File: src/inc/alert_rate_pkg.sv
// Register map, field layout, reset values and timing counts of the alert mask and conversion rate block.
package alert_rate_pkg;

   // Register offsets.
   localparam logic [7:0] REG_CONV_RATE_RD   = 8'h04;
   localparam logic [7:0] REG_CONV_RATE_WR   = 8'h0A;
   localparam logic [7:0] REG_ONE_SHOT       = 8'h0F;
   localparam logic [7:0] REG_ALERT_MASK     = 8'h16;

   // Reset values and fixed fields.
   localparam logic [7:0] CONV_RATE_RESET    = 8'h08;
   localparam logic [7:0] RATE_CODE_MAX      = 8'h09;
   localparam logic [7:0] ALERT_MASK_RESET   = 8'h00;
   localparam logic [7:0] ALERT_MASK_ONES    = 8'hA4;
   localparam logic [7:0] ALERT_MASK_WRITE   = 8'h5B;
   localparam logic [7:0] READ_UNMAPPED      = 8'h00;

   // Mask bit positions.
   localparam int unsigned MASK_LOCAL_HIGH   = 6;
   localparam int unsigned MASK_REMOTE_HIGH  = 4;
   localparam int unsigned MASK_REMOTE_LOW   = 3;
   localparam int unsigned MASK_CRIT_LIMIT   = 1;
   localparam int unsigned MASK_FAN_SPEED    = 0;

   // Timing: the fastest conversion period in microseconds and its cycle count.
   localparam int unsigned CLOCK_FREQ_MHZ        = 100;
   localparam int unsigned FASTEST_PERIOD_US     = 31250;
   localparam int unsigned FASTEST_PERIOD_CYCLES = FASTEST_PERIOD_US * CLOCK_FREQ_MHZ;

   // Alarm sources that may drive the alert output.
   typedef struct packed {
      logic local_high;
      logic remote_high;
      logic remote_low;
      logic critical_temp_limit;
      logic fan_speed;
   } alarm_bus_t;

   // Register access strobes with address and write data.
   typedef struct packed {
      logic       wr;
      logic       rd;
      logic [7:0] addr;
      logic [7:0] wdata;
   } reg_req_t;

   // Conversion scheduler states.
   typedef enum logic [1:0] {
      st_idle = 2'b01,
      st_conv = 2'b10
   } conv_state_t;

endpackage

File: src/hw/conversion_timer.sv
// Periodic conversion tick generator driven by the conversion rate code.
`timescale 1ns/1ps
`default_nettype none
module conversion_timer
   import alert_rate_pkg::*;
#(
   parameter int unsigned FAST_PERIOD_CYCLES = FASTEST_PERIOD_CYCLES
)
(
   // Clock and reset.
   input  wire logic       i_clock,
   input  wire logic       i_nrst,
   // Control.
   input  wire logic       i_run,
   input  wire logic [7:0] i_rate_code,
   // Tick.
   output var  logic       o_tick_q
);

   logic [7:0]  code_clamped;
   logic [3:0]  shift_amt;
   logic [31:0] period;
   logic [31:0] cnt_q;
   logic [31:0] cnt_d;
   logic        tick_d;

   // ****************************************
   // Period selection
   // ****************************************
   always_comb
   begin
      code_clamped = (i_rate_code > RATE_CODE_MAX) ? RATE_CODE_MAX : i_rate_code; // RULE8
      shift_amt    = 4'(RATE_CODE_MAX - code_clamped); // RULE7 RULE10
      period       = 32'(FAST_PERIOD_CYCLES) << shift_amt; // RULE7
   end

   // ****************************************
   // Counter
   // ****************************************
   always_comb
   begin
      cnt_d  = cnt_q;
      tick_d = 1'b0;
      if (!i_run)
      begin
         cnt_d = 32'h0000_0000;
      end
      else if (cnt_q >= period - 32'h0000_0001)
      begin
         cnt_d  = 32'h0000_0000;
         tick_d = 1'b1;
      end
      else
      begin
         cnt_d = cnt_q + 32'h0000_0001;
      end
   end

   always_ff @(posedge i_clock or negedge i_nrst)
   begin
      if (!i_nrst)
      begin
         cnt_q    <= 32'h0000_0000;
         o_tick_q <= 1'b0;
      end
      else
      begin
         cnt_q    <= cnt_d;
         o_tick_q <= tick_d;
      end
   end

   // ****************************************
   // Assertions
   // ****************************************
   property p_rate_double;
      @(posedge i_clock) disable iff (!i_nrst)
      (i_rate_code < RATE_CODE_MAX) |-> (period == (32'(FAST_PERIOD_CYCLES) << (4'(RATE_CODE_MAX - i_rate_code))));
   endproperty
   a_rate_double : assert property (p_rate_double) else $error("Period does not follow rate code."); // RULE7

   property p_rate_fastest;
      @(posedge i_clock) disable iff (!i_nrst)
      (i_rate_code >= RATE_CODE_MAX) |-> (period == 32'(FAST_PERIOD_CYCLES));
   endproperty
   a_rate_fastest : assert property (p_rate_fastest) else $error("High rate code not fastest."); // RULE8

   property p_rate_two_hz;
      @(posedge i_clock) disable iff (!i_nrst)
      (i_rate_code == 8'h05) |-> (period == (32'(FAST_PERIOD_CYCLES) << 4));
   endproperty
   a_rate_two_hz : assert property (p_rate_two_hz) else $error("Code 5 is not 2 Hz."); // RULE10

   property p_tick_spacing;
      @(posedge i_clock) disable iff (!i_nrst)
      (o_tick_q && i_run) |-> (cnt_q == 32'h0000_0000);
   endproperty
   a_tick_spacing : assert property (p_tick_spacing) else $error("Tick without counter restart."); // RULE7

endmodule
`default_nettype wire

File: src/hw/alert_mask_conversion_rate.sv
// Alert masking, conversion rate register and one-shot conversion scheduling.
`timescale 1ns/1ps
`default_nettype none
// Notes on behaviour
// RULE1: Local high alarm reaches alert only while mask bit 6 is clear.
// RULE2: Remote high alarm reaches alert only while mask bit 4 is clear.
// RULE3: Remote low alarm reaches alert only while mask bit 3 is clear.
// RULE4: Critical limit alarm reaches alert only while mask bit 1 is clear.
// RULE5: Fan speed alarm reaches alert only while mask bit 0 is clear.
// RULE6: Mask bits 5 and 2 always read as one.
// RULE7: Rate code 0 slowest, each step doubles to code 9; reset code is 16 Hz.
// RULE8: Codes above 9 convert at the fastest rate, 32 Hz.
// RULE9: In standby, one write to the one-shot register starts exactly one conversion.
// RULE10: Code 5 gives 2 Hz and code 6 gives 4 Hz.
module alert_mask_conversion_rate
   import alert_rate_pkg::*;
#(
   parameter int unsigned FAST_PERIOD_CYCLES = FASTEST_PERIOD_CYCLES
)
(
   // Clock and reset.
   input  wire logic       i_clock,
   input  wire logic       i_nrst,
   // Register access.
   input  wire reg_req_t   i_reg,
   output var  logic [7:0] o_rdata_q,
   // Alarm sources and alert.
   input  wire alarm_bus_t i_alarm,
   output var  logic       o_alert_q,
   // Conversion control.
   input  wire logic       i_standby,
   input  wire logic       i_conv_done,
   output var  logic       o_conv_start_q,
   output var  logic       o_conv_busy
);

   logic [7:0]  rate_q;
   logic [7:0]  rate_d;
   logic [7:0]  mask_q;
   logic [7:0]  mask_d;
   logic [7:0]  rdata_d;
   logic [7:0]  mask_read;
   logic        alert_d;
   logic        tick;
   logic        pending_q;
   logic        pending_d;
   logic        start_d;
   logic        take;
   logic        wr_one_shot;
   conv_state_t state_q;
   conv_state_t state_d;

   // ****************************************
   // Register file
   // ****************************************
   always_comb
   begin
      mask_read = mask_q | ALERT_MASK_ONES; // RULE6
      rate_d    = rate_q;
      mask_d    = mask_q;
      rdata_d   = o_rdata_q;
      if (i_reg.wr && (i_reg.addr == REG_CONV_RATE_WR || i_reg.addr == REG_CONV_RATE_RD))
      begin
         rate_d = i_reg.wdata; // RULE7
      end
      if (i_reg.wr && i_reg.addr == REG_ALERT_MASK)
      begin
         mask_d = i_reg.wdata & ALERT_MASK_WRITE; // RULE6
      end
      if (i_reg.rd)
      begin
         case (i_reg.addr)
            REG_CONV_RATE_RD : rdata_d = rate_q;
            REG_ALERT_MASK   : rdata_d = mask_read;
            default          : rdata_d = READ_UNMAPPED;
         endcase
      end
   end

   always_ff @(posedge i_clock or negedge i_nrst)
   begin
      if (!i_nrst)
      begin
         rate_q    <= CONV_RATE_RESET;
         mask_q    <= ALERT_MASK_RESET;
         o_rdata_q <= READ_UNMAPPED;
      end
      else
      begin
         rate_q    <= rate_d;
         mask_q    <= mask_d;
         o_rdata_q <= rdata_d;
      end
   end

   // ****************************************
   // Alert masking
   // ****************************************
   always_comb
   begin
      alert_d = (i_alarm.local_high && !mask_q[MASK_LOCAL_HIGH]) // RULE1
             || (i_alarm.remote_high && !mask_q[MASK_REMOTE_HIGH]) // RULE2
             || (i_alarm.remote_low && !mask_q[MASK_REMOTE_LOW]) // RULE3
             || (i_alarm.critical_temp_limit && !mask_q[MASK_CRIT_LIMIT]) // RULE4
             || (i_alarm.fan_speed && !mask_q[MASK_FAN_SPEED]); // RULE5
   end

   always_ff @(posedge i_clock or negedge i_nrst)
   begin
      if (!i_nrst)
      begin
         o_alert_q <= 1'b0;
      end
      else
      begin
         o_alert_q <= alert_d;
      end
   end

   // ****************************************
   // Conversion scheduling
   // ****************************************
   conversion_timer #(
      .FAST_PERIOD_CYCLES (FAST_PERIOD_CYCLES)
   ) u_timer (
      .i_clock     (i_clock),
      .i_nrst      (i_nrst),
      .i_run       (!i_standby),
      .i_rate_code (rate_q),
      .o_tick_q    (tick)
   );

   assign o_conv_busy = (state_q == st_conv);

   always_comb
   begin
      wr_one_shot = i_reg.wr && (i_reg.addr == REG_ONE_SHOT) && i_standby; // RULE9
      take        = (state_q == st_idle) && pending_q;
      pending_d   = (pending_q && !take) || wr_one_shot; // RULE9
      state_d     = state_q;
      start_d     = 1'b0;
      case (state_q)
         st_idle :
         begin
            if (pending_q || (tick && !i_standby))
            begin
               state_d = st_conv;
               start_d = 1'b1;
            end
         end
         st_conv :
         begin
            if (i_conv_done)
            begin
               state_d = st_idle;
            end
         end
         default :
         begin
            state_d = st_idle;
         end
      endcase
   end

   always_ff @(posedge i_clock or negedge i_nrst)
   begin
      if (!i_nrst)
      begin
         state_q        <= st_idle;
         pending_q      <= 1'b0;
         o_conv_start_q <= 1'b0;
      end
      else
      begin
         state_q        <= state_d;
         pending_q      <= pending_d;
         o_conv_start_q <= start_d;
      end
   end

   // ****************************************
   // Assertions
   // ****************************************
   property p_local_high;
      @(posedge i_clock) disable iff (!i_nrst)
      (i_alarm.local_high && !mask_q[MASK_LOCAL_HIGH]) |=> o_alert_q;
   endproperty
   a_local_high : assert property (p_local_high) else $error("Local high alarm lost."); // RULE1

   property p_remote_high;
      @(posedge i_clock) disable iff (!i_nrst)
      (i_alarm.remote_high && !mask_q[MASK_REMOTE_HIGH]) |=> o_alert_q;
   endproperty
   a_remote_high : assert property (p_remote_high) else $error("Remote high alarm lost."); // RULE2

   property p_remote_low;
      @(posedge i_clock) disable iff (!i_nrst)
      (i_alarm.remote_low && !mask_q[MASK_REMOTE_LOW]) |=> o_alert_q;
   endproperty
   a_remote_low : assert property (p_remote_low) else $error("Remote low alarm lost."); // RULE3

   property p_crit_limit;
      @(posedge i_clock) disable iff (!i_nrst)
      (i_alarm.critical_temp_limit && !mask_q[MASK_CRIT_LIMIT]) |=> o_alert_q;
   endproperty
   a_crit_limit : assert property (p_crit_limit) else $error("Critical limit alarm lost."); // RULE4

   property p_fan_speed;
      @(posedge i_clock) disable iff (!i_nrst)
      (i_alarm.fan_speed && !mask_q[MASK_FAN_SPEED]) |=> o_alert_q;
   endproperty
   a_fan_speed : assert property (p_fan_speed) else $error("Fan speed alarm lost."); // RULE5

   property p_masked_quiet;
      @(posedge i_clock) disable iff (!i_nrst)
      (i_alarm == '0 || (mask_q & ALERT_MASK_WRITE) == ALERT_MASK_WRITE) |=> !o_alert_q;
   endproperty
   a_masked_quiet : assert property (p_masked_quiet) else $error("Alert without unmasked alarm."); // RULE1

   property p_fixed_ones;
      @(posedge i_clock) disable iff (!i_nrst)
      (i_reg.rd && i_reg.addr == REG_ALERT_MASK) |=> (o_rdata_q[5] && o_rdata_q[2]);
   endproperty
   a_fixed_ones : assert property (p_fixed_ones) else $error("Unused mask bits not one."); // RULE6

   property p_rate_readback;
      @(posedge i_clock) disable iff (!i_nrst)
      (i_reg.wr && i_reg.addr == REG_CONV_RATE_WR) ##1 (i_reg.rd && i_reg.addr == REG_CONV_RATE_RD && !i_reg.wr)
         |=> (o_rdata_q == $past(i_reg.wdata, 2));
   endproperty
   a_rate_readback : assert property (p_rate_readback) else $error("Rate code not held."); // RULE7

   property p_one_shot;
      @(posedge i_clock) disable iff (!i_nrst)
      (i_reg.wr && i_reg.addr == REG_ONE_SHOT && i_standby && !pending_q && state_q == st_idle)
         |=> ##1 o_conv_start_q;
   endproperty
   a_one_shot : assert property (p_one_shot) else $error("One-shot did not start."); // RULE9

   property p_standby_single;
      @(posedge i_clock) disable iff (!i_nrst)
      (o_conv_start_q && $past(i_standby) && $past(i_standby, 2)) |-> $past(pending_q);
   endproperty
   a_standby_single : assert property (p_standby_single) else $error("Standby start without one-shot."); // RULE9

   c_one_shot : cover property (@(posedge i_clock) disable iff (!i_nrst) i_standby && o_conv_start_q);
   c_periodic : cover property (@(posedge i_clock) disable iff (!i_nrst) !i_standby && o_conv_start_q);
   c_alert    : cover property (@(posedge i_clock) disable iff (!i_nrst) $rose(o_alert_q));
   c_done     : cover property (@(posedge i_clock) disable iff (!i_nrst) o_conv_busy && i_conv_done);

endmodule
`default_nettype wire

File: config.mk
export PLATFORM = sky130hd
export DESIGN_NAME = alert_mask_conversion_rate
export DESIGN_NICKNAME = d
export VERILOG_FILES = /design/src/inc/alert_rate_pkg.sv /design/src/hw/conversion_timer.sv /design/src/hw/alert_mask_conversion_rate.sv
export SDC_FILE = /design/constraint.sdc
export NUM_CORES = 1
export LEC_CHECK = 0
export ABC_AREA = 1
export BUFFER_PORTS_ARGS = -buffer_cell sky130_fd_sc_hd__buf_2
export CAP_MARGIN = 25
export CELL_PAD_IN_SITES_DETAIL_PLACEMENT = 0
export CELL_PAD_IN_SITES_GLOBAL_PLACEMENT = 1
export CORE_AREA = 2 2 105 107
export CTS_CLUSTER_SIZE = 16
export DETAILED_ROUTE_END_ITERATION = 12
export DIE_AREA = 0 0 107 109
export GPL_TIMING_DRIVEN = 0
export PLACE_DENSITY_LB_ADDON = 0.2
export SETUP_SLACK_MARGIN = 0.02
export SYNTH_ARGS = -nofsm -noshare
export SYNTH_HDL_FRONTEND = slang
export SYNTH_SLANG_ARGS = --single-unit
File: constraint.sdc
create_clock -name i_clock -period 4.8 [get_ports i_clock]
set_input_delay 0.48 -clock i_clock [delete_from_list [all_inputs] [get_ports i_clock]]
set_output_delay 0.48 -clock i_clock [all_outputs]
set_load 0.005 [all_outputs]
==> flow_summary_export.csv <==
group,metric,value,unit
floorplanning,die_height,109,um
setup_path,critPathRequiredTime,5.06,ns
grt,antenna_found_initial,0,
synthesis,ys_ff_latch,59,
route,firstDrtPassIters,8,
route,drcViolationCount,0,
power_and_ir_drop,powerDensity,308,nW/um2
place,dp_cells,812,
synthesis,synth_nets,694,
final_layout,layout.nets,742,
final_layout,multi_input_area,2690,um2
status,outcome,"finished clean",
cts,clk_pin_slew,0.09,ns
final_layout,seq_area,1480,um2
floorplanning,die_w,107,um
power_and_ir_drop,p_leak,2.54,nW
route,wl_per_cell,15.3,um
cts,cts_root_buf,"clkbuf_8",
sta,timing.hold.ws,0.134,ns
hold_path,hold_path.class,"in2async",
setup_path,critical_path_class,"reg2reg",
sta,worst_slew_margin_rel,0.592,
route,routed_wl,12700,um
grt,grt_usage,0.227,
cts,ctsHoldBuffers,0,
power_and_ir_drop,total_power,0.00158,W
cts,cts_setup_buffers,0,
cts,clock_sinks,59,
cts,clk_latency,0.34,ns
synthesis,syn_area_per_cell,7.14,um2
setup_path,worstPathMaxFanout,10,
setup_path,cp_data_arrival_time,4.69,ns
place,place_congestion,0.862,
sta,slew_viol_final,0,
route,vias,4294,
sta,fin_tns_setup,0,ns
sta,skew,0.0144,ns
cts,cts_tree,"done",
place,preCtsSetupSlack,0.408,ns
sta,finalSetupViolCount,0,
sta,setup_ws,0.371,ns
cts,cts_resized,0,
grt,overflow,0,
synthesis,synth_edf_count,0,
sta,min_period,4.43,ns
route,vias_per_cell,5.19,
floorplanning,coreArea,10600,um2
final_layout,drive_above_1_share,0.173,
sta,period_share,0.923,
synthesis,synthCells,635,
floorplanning,start_util,0.428,
floorplanning,rows,38,
job,max_cap_viol_count,0,
route,drt_iter0_drc,305,
floorplanning,io_pins,38,
sta,tightest_slew,0.613,ns
final_layout,finalNonFillerCells,828,
sta,max_freq,0.226,GHz
cts,htreeDepth,3,
synthesis,yosysUniqueCellTypes,46,
synthesis,yosysSeqAreaShare,0.326,
synthesis,synthArstFlopShare,1.00,
final_layout,num-fill-cells,1103,
place,io_buffers,36,
final_layout,n_antenna_cell,0,
sta,grt_setup_unrepaired,"false",
grt,grt_pass1_vias,4059,
sta,finalHoldViolations,0,
final_layout,areaGrowthSynthToFinish,12.9,%
cts,cts_buffer_depth,2,
power_and_ir_drop,ir_drop,0.144,mV
synthesis,synth_area,4540,um2
synthesis,yosys_warnings,0,
setup_path,start_kind,"flop",
synthesis,synth-main-ff-cell,"dfrtp_1",
floorplanning,dieArea,11700,um2
cts,cts_buffers,9,
route,ant_nets,0,
grt,grt_start_max_net_pins,37,
place,dpl.hpwl,10000,um
setup_path,cp-end-kind,"flop",
grt,grt_pass1_wl,20400,um
state kept, by name, summed over array words and instances (netlist names):
| register | flops |
|---|---|
| u_timer.cnt_q | 32 |
| o_rdata_q | 8 |
| rate_q | 8 |
| mask_q | 5 |
| state_q | 2 |
| o_alert_q | 1 |
| o_conv_start_q | 1 |
| pending_q | 1 |
| u_timer.o_tick_q | 1 |
final timing paths:
| kind | from | to | slack (ns) | cells after the start |
|---|---|---|---|---|
| min | i_nrst | u_timer.cnt_q[28] | 0.13 | 1 |
| min reg2reg | o_rdata_q[3] | o_rdata_q[3] | 0.48 | 2 |
| max in group asynchronous | i_nrst | rate_q[3] | 3.97 | 2 |
| max reg2reg | rate_q[5] | u_timer.cnt_q[19] | 0.37 | 23 |
| min in group i_clock | i_reg[3] | rate_q[3] | 0.37 | 3 |
| max | rate_q[5] | u_timer.cnt_q[19] | 0.37 | 23 |
cell families after synthesis:
| logic type | count (synthesis) | share of synthesized area |
|---|---|---|
| compound gates | 81 | 0.0996 |
| xor+xnor | 6 | 0.0116 |
| fa+ha+maj | 32 | 0.0883 |
| buf+inv | 90 | 0.0816 |
| flops | 59 | 0.326 |
| mux | 3 | 0.00745 |
| simple gates | 364 | 0.386 |
per-stage QoR:
| stage | instance area (um2) | utilization |
|---|---|---|
| global placement | 4890 | 0.461 |
| global route | 5120 | 0.483 |
| floorplan | 4540 | - |
| finish | 5120 | 0.483 |
| detailed placement | 4910 | 0.463 |
| CTS | 5120 | 0.483 |
final cells by class:
type	count	area share
clock inverters	7	0.0164
well taps	140	0.0342
clock buffers	9	0.0242
multi-input cells	486	0.525
inverters	79	0.0579
plain buffers	11	0.0144
flip-flops and latches	59	0.289
repair buffers	37	0.0391
cells in the final DEF, fill, tap and decap left out, drive strengths merged, types with 13 or more instances in the layout:
master,count
clkbuf,13
dfrtp,57
o21ai,35
nand2,160
ha,32
a21oi,30
buf,44
nand4,14
nand3,54
nor2,102
nor3,20
inv,82
synthesized netlist by cell type (2+ instances only):
| cell type | n | share of area |
|---|---|---|
| a21o_1 | 2 | 0.0033 |
| a21oi_1 | 29 | 0.032 |
| a31oi_1 | 2 | 0.0028 |
| buf_2 | 2 | 0.0022 |
| buf_6 | 4 | 0.0099 |
| clkbuf_1 | 4 | 0.0033 |
| dfrtp_1 | 57 | 0.31 |
| dfstp_2 | 2 | 0.012 |
| ha_1 | 32 | 0.088 |
| inv_1 | 71 | 0.059 |
| inv_2 | 7 | 0.0058 |
| mux2_2 | 3 | 0.0074 |
| nand2_1 | 145 | 0.12 |
| nand2_2 | 12 | 0.017 |
| nand2_4 | 3 | 0.0074 |
| nand3_1 | 50 | 0.055 |
| nand3_2 | 4 | 0.0088 |
| nand3b_1 | 3 | 0.0050 |
| nand4_1 | 12 | 0.017 |
| nor2_1 | 87 | 0.072 |
| nor2_2 | 6 | 0.0083 |
| nor2_4 | 9 | 0.022 |
| nor3_1 | 16 | 0.018 |
| nor3_2 | 2 | 0.0044 |
| nor3_4 | 2 | 0.0072 |
| nor4_1 | 4 | 0.0055 |
| o211ai_1 | 3 | 0.0050 |
| o21ai_0 | 31 | 0.034 |
| o21ai_1 | 4 | 0.0044 |
| o22ai_1 | 4 | 0.0055 |
| or2_2 | 4 | 0.0055 |
| xor2_1 | 5 | 0.0097 |
worst max-delay path: stages (launching register included):
cell and delay, ns:
dfrtp_1 0.44, nor2_4 0.21, nand4_4 0.23, ha_1 0.38, clkinv_1 0.25, nand2_1 0.17
nor2_2 0.28, inv_2 0.08, nor2_1 0.22, inv_1 0.08, ha_1 0.29, nand2_2 0.14
nand2_2 0.06, nand3_1 0.06, nand2_1 0.06, ha_1 0.29, a21oi_1 0.15, o21ai_0 0.09
nand2_1 0.06, nand3_1 0.06, a21oi_1 0.30, nand2_2 0.17, buf_6 0.19, nor2_1 0.11
layer usage:
metal / vias up / global-route usage / wire length, um / part of all wire
met3: 18 / 0.0329 / 503 / 0.040
met5: - / 0 / 0 / 0
li1: 2185 / - / - / -
met1: 1991 / 0.291 / 5840 / 0.46
met4: 0 / 0.0612 / 166 / 0.013
met2: 100 / 0.401 / 6200 / 0.49
power by group:
| group | internal [W] | switching [W] |
|---|---|---|
| clock network | 0.000250 | 0.000236 |
| logic | 0.000199 | 0.000368 |
| registers | 0.000510 | 0.0000136 |
(Power assumes the default switching activity.)
